==> config.mk <==
export PLATFORM = sky130hd
export DESIGN_NAME = tmwm_timer
export DESIGN_NICKNAME = d
export VERILOG_FILES = /design/src/hw/tmwm_pkg.sv /design/src/hw/tmwm_capt_filt.sv /design/src/hw/tmwm_timer.sv
export SDC_FILE = /design/constraint.sdc
export NUM_CORES = 1
export LEC_CHECK = 0
export ABC_AREA = 1
export BUFFER_PORTS_ARGS = -buffer_cell sky130_fd_sc_hd__buf_4
export CORE_ASPECT_RATIO = 0.7
export CORE_MARGIN = 3
export CORE_UTILIZATION = 38
export CTS_CLUSTER_SIZE = 40
export DETAILED_ROUTE_END_ITERATION = 10
export GPL_TIMING_DRIVEN = 0
export SLEW_MARGIN = 25
export SYNTH_ARGS = -nofsm -noshare
export SYNTH_HDL_FRONTEND = slang
export SYNTH_SLANG_ARGS = --single-unit
export TNS_END_PERCENT = 20
==> constraint.sdc <==
create_clock -name CORE_CLK -period 6.38 [get_ports CORE_CLK]
set_input_delay 0.319 -clock CORE_CLK [delete_from_list [all_inputs] [get_ports CORE_CLK]]
set_output_delay 0.319 -clock CORE_CLK [all_outputs]
set_load 0.01 [all_outputs]
==> src/hw/tmwm_pkg.sv <==
// Package: register map, field positions and mode encodings for the timer
package tmwm_pkg;
    // Register byte offsets on the AXI4-Lite slave
    localparam logic [3:0] TMWM_OFF_CTRL_A = 4'h0;
    localparam logic [3:0] TMWM_OFF_CTRL_B = 4'h4;
    localparam logic [3:0] TMWM_OFF_COMP_A = 4'h8;
    localparam logic [3:0] TMWM_OFF_COMP_B = 4'hC;
    localparam logic [3:0] TMWM_OFF_CAPT = 4'h0;
    localparam logic [5:0] TMWM_OFF_CAPT_W = 6'h10;
    localparam logic [5:0] TMWM_OFF_STAT = 6'h14;
    // Control register A field positions
    localparam int TMWM_A_MODE_A = 6;
    localparam int TMWM_A_MODE_B = 4;
    localparam int TMWM_A_FORCE_A = 3;
    localparam int TMWM_A_FORCE_B = 2;
    localparam int TMWM_A_WAVE_LO = 0;
    // Control register B field positions
    localparam int TMWM_B_FILT_EN = 7;
    localparam int TMWM_B_EDGE_SEL = 6;
    localparam int TMWM_B_WAVE_HI = 3;
    localparam int TMWM_B_CLK_SEL = 0;
    // Reset values
    localparam logic [7:0] TMWM_RST_CTRL_A = 8'h00;
    localparam logic [7:0] TMWM_RST_CTRL_B = 8'h00;
    localparam logic [15:0] TMWM_RST_VAL = 16'h0000;
    // Writable bit masks (force bits never stored, bit 5 of B reserved)
    localparam logic [7:0] TMWM_MASK_A = 8'hF3;
    localparam logic [7:0] TMWM_MASK_B = 8'hDF;
    // Fixed TOP values and MAX
    localparam logic [15:0] TMWM_TOP_8 = 16'h00FF;
    localparam logic [15:0] TMWM_TOP_9 = 16'h01FF;
    localparam logic [15:0] TMWM_TOP_10 = 16'h03FF;
    localparam logic [15:0] TMWM_MAX = 16'hFFFF;
    // Filter sample count
    localparam int TMWM_FILT_LEN = 4;
    // Prescale dividers
    localparam logic [9:0] TMWM_DIV_8 = 10'h007;
    localparam logic [9:0] TMWM_DIV_64 = 10'h03F;
    localparam logic [9:0] TMWM_DIV_256 = 10'h0FF;
    localparam logic [9:0] TMWM_DIV_1024 = 10'h3FF;
    // AXI responses
    localparam logic [1:0] TMWM_RESP_OK = 2'b00;
    localparam logic [1:0] TMWM_RESP_ERR = 2'b10;
    // Output action on a compare or BOTTOM event
    typedef enum logic [1:0] {
        TMWM_ACT_NONE = 2'b00,
        TMWM_ACT_TOG = 2'b01,
        TMWM_ACT_CLR = 2'b10,
        TMWM_ACT_SET = 2'b11
    } tmwm_act_t;
    // Counting family decoded from the mode select
    typedef enum logic [1:0] {
        TMWM_FAM_NORM = 2'b00,
        TMWM_FAM_FAST = 2'b01,
        TMWM_FAM_DUAL = 2'b11,
        TMWM_FAM_RSVD = 2'b10
    } tmwm_fam_t;
    // Decoded mode bundle
    typedef struct packed {
        tmwm_fam_t fam;
        logic pfc;
        logic [1:0] top_src;
    } tmwm_mode_t;
    // TOP sources
    localparam logic [1:0] TMWM_TOP_FIX = 2'd0;
    localparam logic [1:0] TMWM_TOP_CAP = 2'd1;
    localparam logic [1:0] TMWM_TOP_CMPA = 2'd2;
endpackage

==> src/hw/tmwm_capt_filt.sv <==
// Capture input noise filter and edge detector
module tmwm_capt_filt
    import tmwm_pkg::*;
#(
    parameter int LEN = TMWM_FILT_LEN
) (
    input wire logic clk,
    input wire logic arst_n,
    input wire logic pin,
    input wire logic filt_en,
    input wire logic edge_sel,
    output logic event_o
);
    // Sample history, filtered level, previous level
    logic [LEN-1:0] hist_q;
    logic filt_q;
    logic prev_q;
    wire all_hi = &hist_q;
    wire all_lo = ~|hist_q;
    // Level fed to edge detector: filtered or direct
    wire level = filt_en ? filt_q : hist_q[0];
    // Shift samples in, change filtered output on equal run
    always_ff @(posedge clk or negedge arst_n) begin
        if (!arst_n) begin
            hist_q <= '0;
            filt_q <= 1'b0;
            prev_q <= 1'b0;
        end else begin
            hist_q <= {hist_q[LEN-2:0], pin};
            if (all_hi) begin // [RULE18] [RULE19]
                filt_q <= 1'b1;
            end else if (all_lo) begin
                filt_q <= 1'b0;
            end
            prev_q <= level;
        end
    end
    // Falling edge when select is zero, rising when one
    assign event_o = edge_sel ? (level & ~prev_q) : (~level & prev_q); // [RULE22]
endmodule

==> src/hw/tmwm_timer.sv <==
// Timer top: AXI4-Lite registers, counter, mode decode, wave outputs
//
// What this block does
// RULE1: Output mode zero leaves pin disconnected
// RULE2: Fast PWM mode 01 toggles A only in 15
// RULE3: Fast PWM 10: clear on match, set BOTTOM
// RULE4: Fast PWM 11: set on match, clear BOTTOM
// RULE5: Fast PWM compare equals TOP: ignore match
// RULE6: Dual-slope 01 toggles A only modes 9,14; code toggles A in mode 9 only
// RULE7: Dual-slope 10: clear up, set down
// RULE8: Dual-slope 11: set up, clear down
// RULE9: Force bits act only in non-PWM modes
// RULE10: Force bit applies immediate match per mode
// RULE11: Force sets no flag, no counter clear
// RULE12: Force bits are write-only, read zero
// RULE13: Mode select from A[1:0], B[4:3]
// RULE14: Modes 0,4,12: immediate update, flag MAX
// RULE15: Phase correct: load TOP, flag BOTTOM
// RULE16: Fast PWM: load BOTTOM, flag TOP
// RULE17: Modes 8,9: load and flag BOTTOM
// RULE18: Filter needs four equal samples
// RULE19: Filter adds four cycles capture delay
// RULE20: Non-PWM: 01 toggle, 10 clear, 11 set
// RULE21: Clock select: stop, prescales, external edges
// RULE22: Edge select: zero falling, one rising
// RULE23: Software avoids reserved mode 13
module tmwm_timer
    import tmwm_pkg::*;
(
    input wire logic CORE_CLK,
    input wire logic ARST_N,
    input wire logic [5:0] S_AXI_AWADDR,
    input wire logic S_AXI_AWVALID,
    output logic S_AXI_AWREADY,
    input wire logic [31:0] S_AXI_WDATA,
    input wire logic [3:0] S_AXI_WSTRB,
    input wire logic S_AXI_WVALID,
    output logic S_AXI_WREADY,
    output logic [1:0] S_AXI_BRESP,
    output logic S_AXI_BVALID,
    input wire logic S_AXI_BREADY,
    input wire logic [5:0] S_AXI_ARADDR,
    input wire logic S_AXI_ARVALID,
    output logic S_AXI_ARREADY,
    output logic [31:0] S_AXI_RDATA,
    output logic [1:0] S_AXI_RRESP,
    output logic S_AXI_RVALID,
    input wire logic S_AXI_RREADY,
    input wire logic CAPTURE_INPUT_PIN,
    input wire logic EXTERNAL_COUNT_INPUT,
    output logic WAVE_OUT_A,
    output logic WAVE_OUT_B,
    output logic WAVE_OUT_A_EN,
    output logic WAVE_OUT_B_EN,
    output logic OVERFLOW_FLAG
);
    // Control and value registers
    logic [7:0] ctrl_a_q;
    logic [7:0] ctrl_b_q;
    logic [15:0] cmp_a_buf_q, cmp_b_buf_q; // Software-written buffers
    logic [15:0] cmp_a_q, cmp_b_q; // Active compare values
    logic [15:0] capt_q; // Capture value
    logic [15:0] cnt_q; // Counter value
    logic down_q; // Counting down in dual-slope
    logic ovf_q; // Sticky overflow flag
    logic [9:0] pre_q; // Prescaler
    logic ext_q; // Previous external pin level
    logic wa_q, wb_q, wa_en_q, wb_en_q;
    // AXI handshake state
    logic aw_got_q, w_got_q, bvalid_q, rvalid_q, arready_q;
    logic [5:0] awaddr_q;
    logic [31:0] wdata_q, rdata_q;
    logic [3:0] wstrb_q;
    logic [1:0] bresp_q, rresp_q;

    // Field extraction
    wire [1:0] mode_a = ctrl_a_q[TMWM_A_MODE_A +: 2];
    wire [1:0] mode_b = ctrl_a_q[TMWM_A_MODE_B +: 2];
    wire [3:0] wsel = {ctrl_b_q[TMWM_B_WAVE_HI +: 2],
                       ctrl_a_q[TMWM_A_WAVE_LO +: 2]}; // [RULE13]
    wire [2:0] csel = ctrl_b_q[TMWM_B_CLK_SEL +: 3];

    // Mode decode table
    tmwm_mode_t md;
    always_comb begin
        md = '{fam: TMWM_FAM_NORM, pfc: 1'b0, top_src: TMWM_TOP_FIX};
        case (wsel) // [RULE14] [RULE15] [RULE16] [RULE17]
            4'd0: md.fam = TMWM_FAM_NORM;
            4'd1, 4'd2, 4'd3: md.fam = TMWM_FAM_DUAL;
            4'd4: md = '{TMWM_FAM_NORM, 1'b0, TMWM_TOP_CMPA};
            4'd5, 4'd6, 4'd7: md.fam = TMWM_FAM_FAST;
            4'd8: md = '{TMWM_FAM_DUAL, 1'b1, TMWM_TOP_CAP};
            4'd9: md = '{TMWM_FAM_DUAL, 1'b1, TMWM_TOP_CMPA};
            4'd10: md = '{TMWM_FAM_DUAL, 1'b0, TMWM_TOP_CAP};
            4'd11: md = '{TMWM_FAM_DUAL, 1'b0, TMWM_TOP_CMPA};
            4'd12: md = '{TMWM_FAM_NORM, 1'b0, TMWM_TOP_CAP};
            4'd14: md = '{TMWM_FAM_FAST, 1'b0, TMWM_TOP_CAP};
            4'd15: md = '{TMWM_FAM_FAST, 1'b0, TMWM_TOP_CMPA};
            default: md.fam = TMWM_FAM_RSVD; // [RULE23] counter holds
        endcase
    end

    // Fixed TOP from the low two mode bits
    logic [15:0] top_fix;
    always_comb begin
        case (wsel[1:0])
            2'd1: top_fix = TMWM_TOP_8;
            2'd2: top_fix = TMWM_TOP_9;
            2'd3: top_fix = TMWM_TOP_10;
            default: top_fix = TMWM_MAX;
        endcase
    end
    wire [15:0] top = (md.top_src == TMWM_TOP_CAP) ? capt_q :
                      (md.top_src == TMWM_TOP_CMPA) ? cmp_a_q : top_fix;

    // Prescaled timer tick selection
    wire ext_fall = ext_q & ~EXTERNAL_COUNT_INPUT;
    wire ext_rise = ~ext_q & EXTERNAL_COUNT_INPUT;
    logic tick;
    always_comb begin
        case (csel) // [RULE21]
            3'd1: tick = 1'b1;
            3'd2: tick = (pre_q[2:0] == TMWM_DIV_8[2:0]);
            3'd3: tick = (pre_q[5:0] == TMWM_DIV_64[5:0]);
            3'd4: tick = (pre_q[7:0] == TMWM_DIV_256[7:0]);
            3'd5: tick = (pre_q == TMWM_DIV_1024);
            3'd6: tick = ext_fall;
            3'd7: tick = ext_rise;
            default: tick = 1'b0;
        endcase
    end

    // Counter events
    wire run = tick && (md.fam != TMWM_FAM_RSVD);
    wire dual = (md.fam == TMWM_FAM_DUAL);
    wire fast = (md.fam == TMWM_FAM_FAST);
    wire at_top = (cnt_q == top);
    wire at_bot = (cnt_q == 16'h0000);
    wire going_down = dual && (down_q || at_top); // Direction this tick
    wire [15:0] cnt_d = (!dual && at_top) ? 16'h0000 :
                        going_down ? cnt_q - 16'h0001 : cnt_q + 16'h0001;
    wire cnt_bot_next = run && (cnt_d == 16'h0000);
    wire match_a = run && (cnt_q == cmp_a_q);
    wire match_b = run && (cnt_q == cmp_b_q);

    // Buffer load points and overflow points
    wire load_now = (md.fam == TMWM_FAM_NORM) ||
                    (run && (fast || (dual && md.pfc)) && at_bot) ||
                    (run && dual && !md.pfc && at_top);
    // Dual-slope flag on the tick that lands the down-count on BOTTOM
    wire ovf_set = run && ( // [RULE14] [RULE15] [RULE16] [RULE17]
        (md.fam == TMWM_FAM_NORM && cnt_q == TMWM_MAX) ||
        (fast && at_top) ||
        (dual && going_down && cnt_d == 16'h0000));

    // Per-channel action on match, force or BOTTOM
    function automatic tmwm_act_t chan_act(input logic [1:0] om,
            input logic is_a, input logic match, input logic bot,
            input logic eq_top, input logic force_it);
        tmwm_act_t r;
        r = TMWM_ACT_NONE;
        if (om == 2'b00) begin
            r = TMWM_ACT_NONE; // [RULE1]
        end else if (fast) begin
            if (om == 2'b01) begin
                r = (is_a && wsel == 4'd15 && match) ?
                    TMWM_ACT_TOG : TMWM_ACT_NONE; // [RULE2]
            end else if (match && !eq_top) begin
                r = om[0] ? TMWM_ACT_SET : TMWM_ACT_CLR; // [RULE3] [RULE4]
            end else if (bot) begin
                r = om[0] ? TMWM_ACT_CLR : TMWM_ACT_SET; // [RULE5]
            end
        end else if (dual) begin
            if (om == 2'b01) begin
                r = (is_a && (wsel == 4'd9 || wsel == 4'd14) && match) ?
                    TMWM_ACT_TOG : TMWM_ACT_NONE; // [RULE6]
            end else if (match) begin
                r = (om[0] ^ going_down) ? TMWM_ACT_SET :
                    TMWM_ACT_CLR; // [RULE7] [RULE8]
            end
        end else if (md.fam == TMWM_FAM_NORM && (match || force_it)) begin
            r = tmwm_act_t'(om); // [RULE20] [RULE10]
        end
        return r;
    endfunction

    // Force strobes from a register A write (non-PWM only)
    wire wr_fire = aw_got_q && w_got_q && !bvalid_q;
    wire wr_a = wr_fire && awaddr_q == {2'b00, TMWM_OFF_CTRL_A} &&
                wstrb_q[0];
    wire non_pwm = (md.fam == TMWM_FAM_NORM);
    wire force_a = wr_a && non_pwm && wdata_q[TMWM_A_FORCE_A]; // [RULE9]
    wire force_b = wr_a && non_pwm && wdata_q[TMWM_A_FORCE_B]; // [RULE9]

    tmwm_act_t act_a, act_b;
    assign act_a = chan_act(mode_a, 1'b1, match_a, cnt_bot_next,
                            cmp_a_q == top, force_a);
    assign act_b = chan_act(mode_b, 1'b0, match_b, cnt_bot_next,
                            cmp_b_q == top, force_b);

    // Capture events from the filtered pin; disabled when capture is TOP
    logic capt_evt;
    tmwm_capt_filt #(.LEN(TMWM_FILT_LEN)) u_filt (
        .clk(CORE_CLK),
        .arst_n(ARST_N),
        .pin(CAPTURE_INPUT_PIN),
        .filt_en(ctrl_b_q[TMWM_B_FILT_EN]),
        .edge_sel(ctrl_b_q[TMWM_B_EDGE_SEL]),
        .event_o(capt_evt)
    );
    wire capt_take = capt_evt && (md.top_src != TMWM_TOP_CAP);

    // Counter, direction, prescaler and external edge sampling
    always_ff @(posedge CORE_CLK or negedge ARST_N) begin
        if (!ARST_N) begin
            cnt_q <= TMWM_RST_VAL;
            down_q <= 1'b0;
            pre_q <= '0;
            ext_q <= 1'b0;
        end else begin
            pre_q <= (csel == 3'd0) ? '0 : pre_q + 10'd1;
            ext_q <= EXTERNAL_COUNT_INPUT;
            if (run) begin
                cnt_q <= cnt_d; // [RULE11] force never clears it
                down_q <= dual && (cnt_d != 16'h0000) && going_down;
            end
        end
    end

    // Compare buffers, active values and capture register
    always_ff @(posedge CORE_CLK or negedge ARST_N) begin
        if (!ARST_N) begin
            cmp_a_q <= TMWM_RST_VAL;
            cmp_b_q <= TMWM_RST_VAL;
            capt_q <= TMWM_RST_VAL;
        end else begin
            if (load_now) begin
                cmp_a_q <= cmp_a_buf_q;
                cmp_b_q <= cmp_b_buf_q;
            end
            if (capt_take) begin
                capt_q <= cnt_q;
            end else if (wr_fire && awaddr_q == TMWM_OFF_CAPT_W) begin
                capt_q <= wdata_q[15:0];
            end
        end
    end

    // Wave output flops; enables follow nonzero output mode, but 01 in PWM modes enables A only in modes 9 and 15
    always_ff @(posedge CORE_CLK or negedge ARST_N) begin
        if (!ARST_N) begin
            wa_q <= 1'b0;
            wb_q <= 1'b0;
            wa_en_q <= 1'b0;
            wb_en_q <= 1'b0;
        end else begin
            case (act_a)
                TMWM_ACT_TOG: wa_q <= ~wa_q;
                TMWM_ACT_CLR: wa_q <= 1'b0;
                TMWM_ACT_SET: wa_q <= 1'b1;
                default: wa_q <= wa_q;
            endcase
            case (act_b)
                TMWM_ACT_TOG: wb_q <= ~wb_q;
                TMWM_ACT_CLR: wb_q <= 1'b0;
                TMWM_ACT_SET: wb_q <= 1'b1;
                default: wb_q <= wb_q;
            endcase
            // Channel B is disconnected for output mode 01 in PWM modes
            wa_en_q <= (mode_a != 2'b00) && !(mode_a == 2'b01 &&
                ((fast && wsel != 4'd15) ||
                 (dual && wsel != 4'd9 && wsel != 4'd14))); // [RULE1]
            wb_en_q <= (mode_b != 2'b00) &&
                       !(mode_b == 2'b01 && (fast || dual)); // [RULE2]
        end
    end

    // Overflow flag: set wins over clear by writing one
    wire ovf_clr = wr_fire && awaddr_q == TMWM_OFF_STAT && wdata_q[0];
    always_ff @(posedge CORE_CLK or negedge ARST_N) begin
        if (!ARST_N) begin
            ovf_q <= 1'b0;
        end else begin
            ovf_q <= ovf_set | (ovf_q & ~ovf_clr);
        end
    end

    // AXI write channel capture
    always_ff @(posedge CORE_CLK or negedge ARST_N) begin
        if (!ARST_N) begin
            aw_got_q <= 1'b0;
            w_got_q <= 1'b0;
            awaddr_q <= '0;
            wdata_q <= '0;
            wstrb_q <= '0;
        end else begin
            if (S_AXI_AWVALID && !aw_got_q) begin
                aw_got_q <= 1'b1;
                awaddr_q <= S_AXI_AWADDR;
            end else if (wr_fire) begin
                aw_got_q <= 1'b0;
            end
            if (S_AXI_WVALID && !w_got_q) begin
                w_got_q <= 1'b1;
                wdata_q <= S_AXI_WDATA;
                wstrb_q <= S_AXI_WSTRB;
            end else if (wr_fire) begin
                w_got_q <= 1'b0;
            end
        end
    end

    // Register writes and write response
    wire wr_map = awaddr_q[1:0] == 2'b00 && awaddr_q <= TMWM_OFF_STAT;
    always_ff @(posedge CORE_CLK or negedge ARST_N) begin
        if (!ARST_N) begin
            ctrl_a_q <= TMWM_RST_CTRL_A;
            ctrl_b_q <= TMWM_RST_CTRL_B;
            cmp_a_buf_q <= TMWM_RST_VAL;
            cmp_b_buf_q <= TMWM_RST_VAL;
            bvalid_q <= 1'b0;
            bresp_q <= TMWM_RESP_OK;
        end else begin
            if (wr_fire) begin
                bvalid_q <= 1'b1;
                bresp_q <= wr_map ? TMWM_RESP_OK : TMWM_RESP_ERR;
                if (wstrb_q[0] && awaddr_q[5:4] == 2'b00) begin
                    case (awaddr_q[3:0])
                        TMWM_OFF_CTRL_A:
                            ctrl_a_q <= wdata_q[7:0] & TMWM_MASK_A; // [RULE12]
                        TMWM_OFF_CTRL_B:
                            ctrl_b_q <= wdata_q[7:0] & TMWM_MASK_B;
                        TMWM_OFF_COMP_A: cmp_a_buf_q[7:0] <= wdata_q[7:0];
                        TMWM_OFF_COMP_B: cmp_b_buf_q[7:0] <= wdata_q[7:0];
                        default: ;
                    endcase
                end
                if (wstrb_q[1] && awaddr_q == {2'b00, TMWM_OFF_COMP_A}) begin
                    cmp_a_buf_q[15:8] <= wdata_q[15:8];
                end
                if (wstrb_q[1] && awaddr_q == {2'b00, TMWM_OFF_COMP_B}) begin
                    cmp_b_buf_q[15:8] <= wdata_q[15:8];
                end
            end else if (bvalid_q && S_AXI_BREADY) begin
                bvalid_q <= 1'b0;
            end
        end
    end

    // Read decode
    logic [31:0] rd_val;
    logic rd_ok;
    always_comb begin
        rd_ok = 1'b1;
        case (S_AXI_ARADDR)
            {2'b00, TMWM_OFF_CTRL_A}: rd_val = {24'h0000_00, ctrl_a_q};
            {2'b00, TMWM_OFF_CTRL_B}: rd_val = {24'h0000_00, ctrl_b_q};
            {2'b00, TMWM_OFF_COMP_A}: rd_val = {16'h0000, cmp_a_buf_q};
            {2'b00, TMWM_OFF_COMP_B}: rd_val = {16'h0000, cmp_b_buf_q};
            TMWM_OFF_CAPT_W: rd_val = {16'h0000, capt_q};
            TMWM_OFF_STAT: rd_val = {cnt_q, 15'h0000, ovf_q};
            default: begin
                rd_val = 32'h0000_0000;
                rd_ok = 1'b0;
            end
        endcase
    end

    // Read channel: one read in flight
    wire rd_take = S_AXI_ARVALID && arready_q;
    always_ff @(posedge CORE_CLK or negedge ARST_N) begin
        if (!ARST_N) begin
            arready_q <= 1'b1;
            rvalid_q <= 1'b0;
            rdata_q <= 32'h0000_0000;
            rresp_q <= TMWM_RESP_OK;
        end else if (rd_take) begin
            arready_q <= 1'b0;
            rvalid_q <= 1'b1;
            rdata_q <= rd_val;
            rresp_q <= rd_ok ? TMWM_RESP_OK : TMWM_RESP_ERR;
        end else if (rvalid_q && S_AXI_RREADY) begin
            rvalid_q <= 1'b0;
            arready_q <= 1'b1;
        end
    end

    // Outputs straight from flops
    assign S_AXI_AWREADY = ~aw_got_q;
    assign S_AXI_WREADY = ~w_got_q;
    assign S_AXI_BVALID = bvalid_q;
    assign S_AXI_BRESP = bresp_q;
    assign S_AXI_ARREADY = arready_q;
    assign S_AXI_RVALID = rvalid_q;
    assign S_AXI_RDATA = rdata_q;
    assign S_AXI_RRESP = rresp_q;
    assign WAVE_OUT_A = wa_q;
    assign WAVE_OUT_B = wb_q;
    assign WAVE_OUT_A_EN = wa_en_q;
    assign WAVE_OUT_B_EN = wb_en_q;
    assign OVERFLOW_FLAG = ovf_q;
endmodule

==> metrics.md, run 1 <==
| Metric | Value |
|---|---|
| Arrival time at the worst endpoint | `6.30 ns` |
| Hold Vio Cnt, Final | `0` |
| Slowest-stage cell, CP | `o21ai_2` |
| Antenna cells | `0` |
| Fmax | `0.168 GHz` |
| Core area | `28,000 um2` |
| Worst path most repeated cell | `nand2_1` |
| GRT Total Usage | `0.233` |
| P_leak | `6.16 nW` |
| Detailed Route Iter0 Violations | `1,139` |
| Dpl cells | `1,842` |
| Non-Filler Instances | `1,883` |
| Clock transition at the registers of the reported paths | `0.07 ns` |
| Crit start category | `flip-flop` |
| Busiest grt layer | `met1` |
| Fin. max-slew vios | `0` |
| # H-tree levels | `4` |
| Initial antenna violation count | `2` |
| Initial core utilization | `0.389` |
| Area Overhead vs Synth | `17.5%` |
| Skew-Pair Late Insertion Delay | `0.46 ns` |
| Max stage delay on crit path | `0.44 ns` |
| PD cells | `465 nW/um2` |
| Synth unique cells | `63` |
| Hold_sp | `S_AXI_BREADY` |
| CTS tree | `done` |
| Synth area leaders | `dfrtp_1 45%, nand2_1 12%, inv_1 6.1%` |
| Die Y-Extent | `148 um` |
| Xor and xnor area share after synthesis | `0.0394` |
| TNS Setup | `0 ns` |
| Die Area | `30,800 um2` |
| Run status | `completed` |
| Die width | `208 um` |
| Detailed Place HPWL | `27,500 um` |
| Main combinational cell family by area after synthesis | `simple AND/OR/NAND/NOR gates` |
| Synth async-reset ratio | `1.00` |
| Simple-gate share of the synthesized area | `0.252` |
| Required time of the critical path | `6.73 ns` |
| Hold WC Path Type | `in -> reg` |
| Cells after Synth | `1,386` |
| EDFF count, synth | `0` |
| Final worst path period share | `0.934` |
| Syn_area_per_cell | `7.86 um2` |
| Share of layout cells above drive strength 1 | `0.122` |
| Complex-gate fraction of the synthesized area | `0.146` |
| Post-synthesis mux area share | `0.00724` |
| # DRC | `0` |
| Worst VDD drop | `220 uV` |
| Critical path class | `reg -> reg` |
| Met2 Use GR | `0.319` |
| Relative slew margins | `0.397` |
| Clock root cell | `clkbuf_16` |
| Nets | `1,578` |
| GR Layer Usage met1 | `0.364` |
| Slew @ Worst Pin | `0.895 ns` |
| Mapped Area | `10,900 um2` |
| Row count | `51` |
| Vias per cell | `5.29` |
| Main synth FF type | `dfrtp_1` |
| Adder-cell area share of the yosys netlist | `0.0260` |
| Vias in the first global route | `9,272` |
| Routed WL | `35,600 um` |
| Minimum clock period after layout | `5.96 ns` |
| Grt ovf | `0` |
| Syn. warnings | `0` |
| Post-synthesis register bit count | `195` |
| GPL Wtd Cong | `0.950` |
| Inserted Clock Buffers | `17` |
| RSZ-0062 raised after global routing | `false` |
| Via total after detailed routing | `9,970` |
| Top cell type's share of synthesized area | `0.446` |
| CTS Buffer Depth | `2` |
| DRT antenna net count | `0` |
| Met3 Use GR | `0.0660` |
| Buffers on Ports | `82` |
| Clock sink count | `195` |
| Area leader, netlist | `dfrtp_1` |
| Iteration count of the initial detailed-routing pass | `5` |
| First-pass GRT wire length | `55,300 um` |
| Largest net degree at the start of global routing | `93` |
| Critical Path Sink Type | `flip-flop` |
| WL/cell | `18.9 um` |
| Final setup fails | `0` |
| Register area share after synthesis | `0.448` |
| Critical Path Start | `ctrl_a_q[1]` |
| Max-cap viol count | `0` |
| Ports | `103` |
| Clock Skew | `0.0149 ns` |
| RR Startpoint | `ctrl_a_q[1]` |
| Max Fanout on Critical Path | `9` |
==> path summary, 6_finish.rpt <==
kind | to | depth (start not counted) | slack, ns
worst max-delay path | WAVE_OUT_A | 36 | 0.42
worst min-delay path | S_AXI_BVALID | 2 | 0.03
worst max register to register | WAVE_OUT_A | 36 | 0.42
worst min register to register | u_filt.hist_q[3] | 0 | 0.41
max in group asynchronous | ctrl_a_q[6] | 4 | 4.93
min in group asynchronous | S_AXI_RVALID | 2 | 0.30
==> critical path: cells and delay by family (launching register included) <==
family | cells | cell delay (ns)
XOR/XNOR | 1 | 0.18
adder cells (fa/ha/maj) | 2 | 0.56
flip-flops | 1 | 0.41
AO/OA/AOI/OAI | 4 | 1.20
buffers and inverters | 5 | 0.65
AND/OR/NAND/NOR | 24 | 2.81
==> metrics by stage <==
stage          setup slack (ns)  utilization  area, um2  hold WS (ns)  power, mW
2_1_floorplan              1.65            -      10900        0.0234       3.72
3_3_place_gp              0.140        0.428      12000         0.388       4.65
3_5_place_dp              0.107        0.430      12000         0.188       4.69
4_1_cts                  0.0805        0.453      12700        0.0174       5.86
5_1_grt                 0.00840        0.457      12800        0.0158       6.37
6_report                  0.424        0.457      12800        0.0296       5.95
==> area by class of cell <==
| cell class | instances | area, um2 |
|---|---|---|
| repair buffers | 93 | 766 |
| plain buffers | 43 | 203 |
| well taps | 371 | 464 |
| flip-flops and latches | 195 | 4880 |
| multi-input cells | 967 | 5170 |
| clock inverters | 10 | 144 |
| clock buffers | 22 | 484 |
| fillers | 2847 | 15200 |
| inverters | 182 | 688 |
==> state kept, by name, summed over array words and instances, names as in the netlist, 2 cells and up <==
name           cells
cmp_b_q           16
u_filt.hist_q      4
S_AXI_RDATA       32
cmp_a_buf_q       16
awaddr_q           6
capt_q            16
cmp_a_q           16
cmp_b_buf_q       16
wdata_q           16
ctrl_a_q           6
ctrl_b_q           7
wstrb_q            2
cnt_q             16
pre_q             10
==> synthesized netlist by cell type (all sizes together) (21+ instances only) <==
master / n
nand2: 367
dfrtp: 194
inv: 179
o21ai: 133
nand3: 93
nor2: 85
a21oi: 54
xor2: 38
clkbuf: 32
nand4: 30
nor3: 27
ha: 21
==> cells in the final DEF (no fill, tap or decap), drive strengths merged, types with 2 or more instances in the layout <==
cell and instances:
a2111oi 4, a21oi 54, a221oi 17, a22o 2
a22oi 11, a31oi 3, buf 101, bufinv 3
clkbuf 54, clkinv 5, clkinvlp 4, conb 2
dfrtp 194, dlygate4sd3 3, ha 21, inv 180
mux2 7, nand2 367, nand3 93, nand4 30
nor2 85, nor3 27, nor3b 4, nor4 14
o21ai 133, o21bai 2, o22ai 2, o2bb2ai 2
o31ai 20, o41ai 3, xnor2 11, xor2 38
==> repair_timing <==
action,CTS,global route
resized for setup,0,8
endpoints found under the hold margin,31,0
hold buffers,3,0
buffers inserted,0,6
endpoints found under the setup margin,0,4
==> kinds of logic after synthesis <==
| logic type | count (synthesis) |
|---|---|
| flops | 195 |
| other cells | 1 |
| xor+xnor | 49 |
| buf+inv | 225 |
| fa+ha+maj | 22 |
| mux | 7 |
| compound gates | 264 |
| simple gates | 623 |
==> where the power goes <==
group          internal, mW  switching (mW)
sequential             1.60           0.365
combinational         0.871            1.95
clock                 0.661           0.499
==> metal layers <==
metal	vias up	wire (um)	part of all wire
met5	-	21	0.00059
met4	4	360	0.010
met3	29	3000	0.084
met2	341	14400	0.40
met1	4763	17800	0.50
li1	4833	-	-
Note: power is estimated with default switching activity, not from simulation.
==> run 2, diff against run 1 <==
Settings changed: CORE_MARGIN 3 to not set, SKIP_CTS_REPAIR_TIMING set to 1.
==> run 2 against run 1 <==
- routed wire length up 0.77%
- global-route usage up 1.7 points
- combinational power up 1%
- worst setup slack better by 0.030 ns
- non-clock buffer count up 1
- design area up 0.40%
- clock power about the same
- clock skew down 0.0053 ns
- via count up 2.3%
- sequential power about the same
- first-iteration DRC count down 11%
- largest cell class unchanged
==> metrics.md, run 2 (synthesis results as in run 1) <==
| Metric | Value |
|---|---|
| Die Y-Extent | `144 um` |
| Dpl cells | `1,842` |
| DR WL met2 | `14,500 um` |
| PD cells | `466 nW/um2` |
| Vias in the first global route | `9,455` |
| Hold path endpoint | `S_AXI_BVALID` |
| Share of layout cells above drive strength 1 | `0.127` |
| RR Startpoint | `ctrl_a_q[0]` |
| Antenna cells | `0` |
| Commonest non-fill, non-tap cell in the layout | `nand2_1` |
| Run status | `completed` |
| Worst VDD drop | `239 uV` |
| # H-tree levels | `4` |
| Fin. max-slew vios | `0` |
| Clock sink count | `195` |
| Nets | `1,579` |
| Vias per cell | `5.41` |
| Placement Setup Slack | `-0.0180 ns` |
| Required time of the critical path | `6.73 ns` |
| Top Metal Used | `met4` |
| GPL Wtd Cong | `0.975` |
| Critical path class | `reg -> reg` |
| Initial core utilization | `0.389` |
| Area Overhead vs Synth | `18.0%` |
| Hold WC Path Type | `in -> reg` |
| Slowest-stage cell, CP | `dfrtp_1` |
| Grt ovf | `0` |
| Max-cap viol count | `0` |
| Max reg flops | `32` |
| Row count | `51` |
| Routed WL | `35,900 um` |
| Die Area | `29,400 um2` |
| Core area | `28,000 um2` |
| Detailed Route Iter0 Violations | `1,012` |
| Via total after detailed routing | `10,200` |
| CTS tree | `done` |
| Setup WS post-layout | `0.454 ns` |
| Arrival time at the worst endpoint | `6.27 ns` |
| Tightest hold margin | `0.0313 ns` |
| Relative slew margins | `0.425` |
| Non-Filler Instances | `1,884` |
| Critical Path Sink Type | `flip-flop` |
| GRT Total Usage | `0.250` |
| Slew @ Worst Pin | `0.854 ns` |
| WL/cell | `19.0 um` |
| Ports | `103` |
| Clock transition at the registers of the reported paths | `0.07 ns` |
| Hold_sp | `S_AXI_BREADY` |
| Most frequent cells in the layout | `346 x nand2_1, 194 x dfrtp_1, 175 x inv_1` |
| Worst Hold Depth | `2` |
| First-pass GRT wire length | `55,000 um` |
| Minimum clock period after layout | `5.93 ns` |
| CTS Buffer Depth | `2` |
| Final worst path period share | `0.929` |
| Detailed Place HPWL | `27,600 um` |
| Worst path most repeated cell | `nand2_1` |
| Clock root cell | `clkbuf_16` |
| DRT antenna net count | `0` |
| Largest net degree at the start of global routing | `91` |
| Wl on met1 | `17,400 um` |
| Fmax | `0.169 GHz` |
| Hold Vio Cnt, Final | `0` |
| Worst reg2reg path endpoint | `WAVE_OUT_B` |
| P_leak | `6.17 nW` |
| Iteration count of the initial detailed-routing pass | `6` |
| Inserted Clock Buffers | `17` |
| Clock Skew | `0.00960 ns` |
| DR WL met3 | `3520 um` |
| Reg2reg setup slack | `0.45 ns` |
| Final setup fails | `0` |
| Die width | `204 um` |
| Initial antenna violation count | `0` |
| Worst reg2reg path depth | `34` |
| Max stage delay on crit path | `0.45 ns` |
| # DRC | `0` |
| Filler cells | `2,836` |
| Buffers on Ports | `82` |
| Crit start category | `flip-flop` |
| Skew-Pair Late Insertion Delay | `0.46 ns` |
| Max Fanout on Critical Path | `10` |
## run 2: per-stage QoR
stage / instance area [um2] / utilization / setup TNS (ns) / power, mW
after detailed placement: 12100 / 0.430 / -0.0180 / 4.71
final: 12900 / 0.459 / 0 / 5.99
after CTS: 12700 / 0.452 / -0.0330 / 5.88
after global placement: 12000 / 0.428 / 0 / 4.65
after global routing: 12900 / 0.459 / -0.0397 / 6.39
after floorplan: 10900 / - / 0 / 3.72
## run 2: area by class of cell
class / instances / area, um2 / share of cell area
plain buffers: 43 / 203 / 0.0158
clock buffers: 21 / 470 / 0.0366
clock inverters: 11 / 149 / 0.0116
inverters: 182 / 691 / 0.0537
multi-input cells: 967 / 5230 / 0.407
flip-flops and latches: 195 / 4880 / 0.380
well taps: 371 / 464 / 0.0361
repair buffers: 94 / 761 / 0.0592
## run 2: metal layers
layer  GRT usage  vias up
li1            -     4823
met1       0.376     4971
met2       0.338      373
met3      0.0859       28
met4      0.0546        0
met5           0        -
## run 2: worst max-delay path by stage
stage	start	endpoint	slack [ns]	depth (start not counted)
CTS	ctrl_a_q[1]	WAVE_OUT_B	-0.03	33
finish	ctrl_a_q[0]	WAVE_OUT_B	0.45	34
floorplan	ctrl_a_q[1]	WAVE_OUT_B	1.65	32
global route	ctrl_a_q[0]	WAVE_OUT_B	-0.02	34
detailed placement	ctrl_a_q[1]	WAVE_OUT_B	-0.02	33
global placement	ctrl_a_q[0]	WAVE_OUT_B	0.09	32
## run 2: critical path: cells and delay by family (launching register included)
family / cells / cell delay, ns
and+or+nand+nor: 19 / 2.52
adders and majority gates: 2 / 0.52
AOI/OAI and AO/OA: 5 / 1.17
DFF: 1 / 0.45
xor gates and xnor gates: 1 / 0.16
buffers and inverters: 7 / 0.96
## run 2: power breakdown
| group | leakage [nW] | internal (mW) | switching, mW | total, mW |
|---|---|---|---|---|
| combinational | 3.32 | 0.889 | 1.97 | 2.86 |
| sequential | 2.55 | 1.60 | 0.368 | 1.97 |
| clock | 0.301 | 0.651 | 0.507 | 1.16 |
| total | 6.17 | 3.14 | 2.85 | 5.99 |
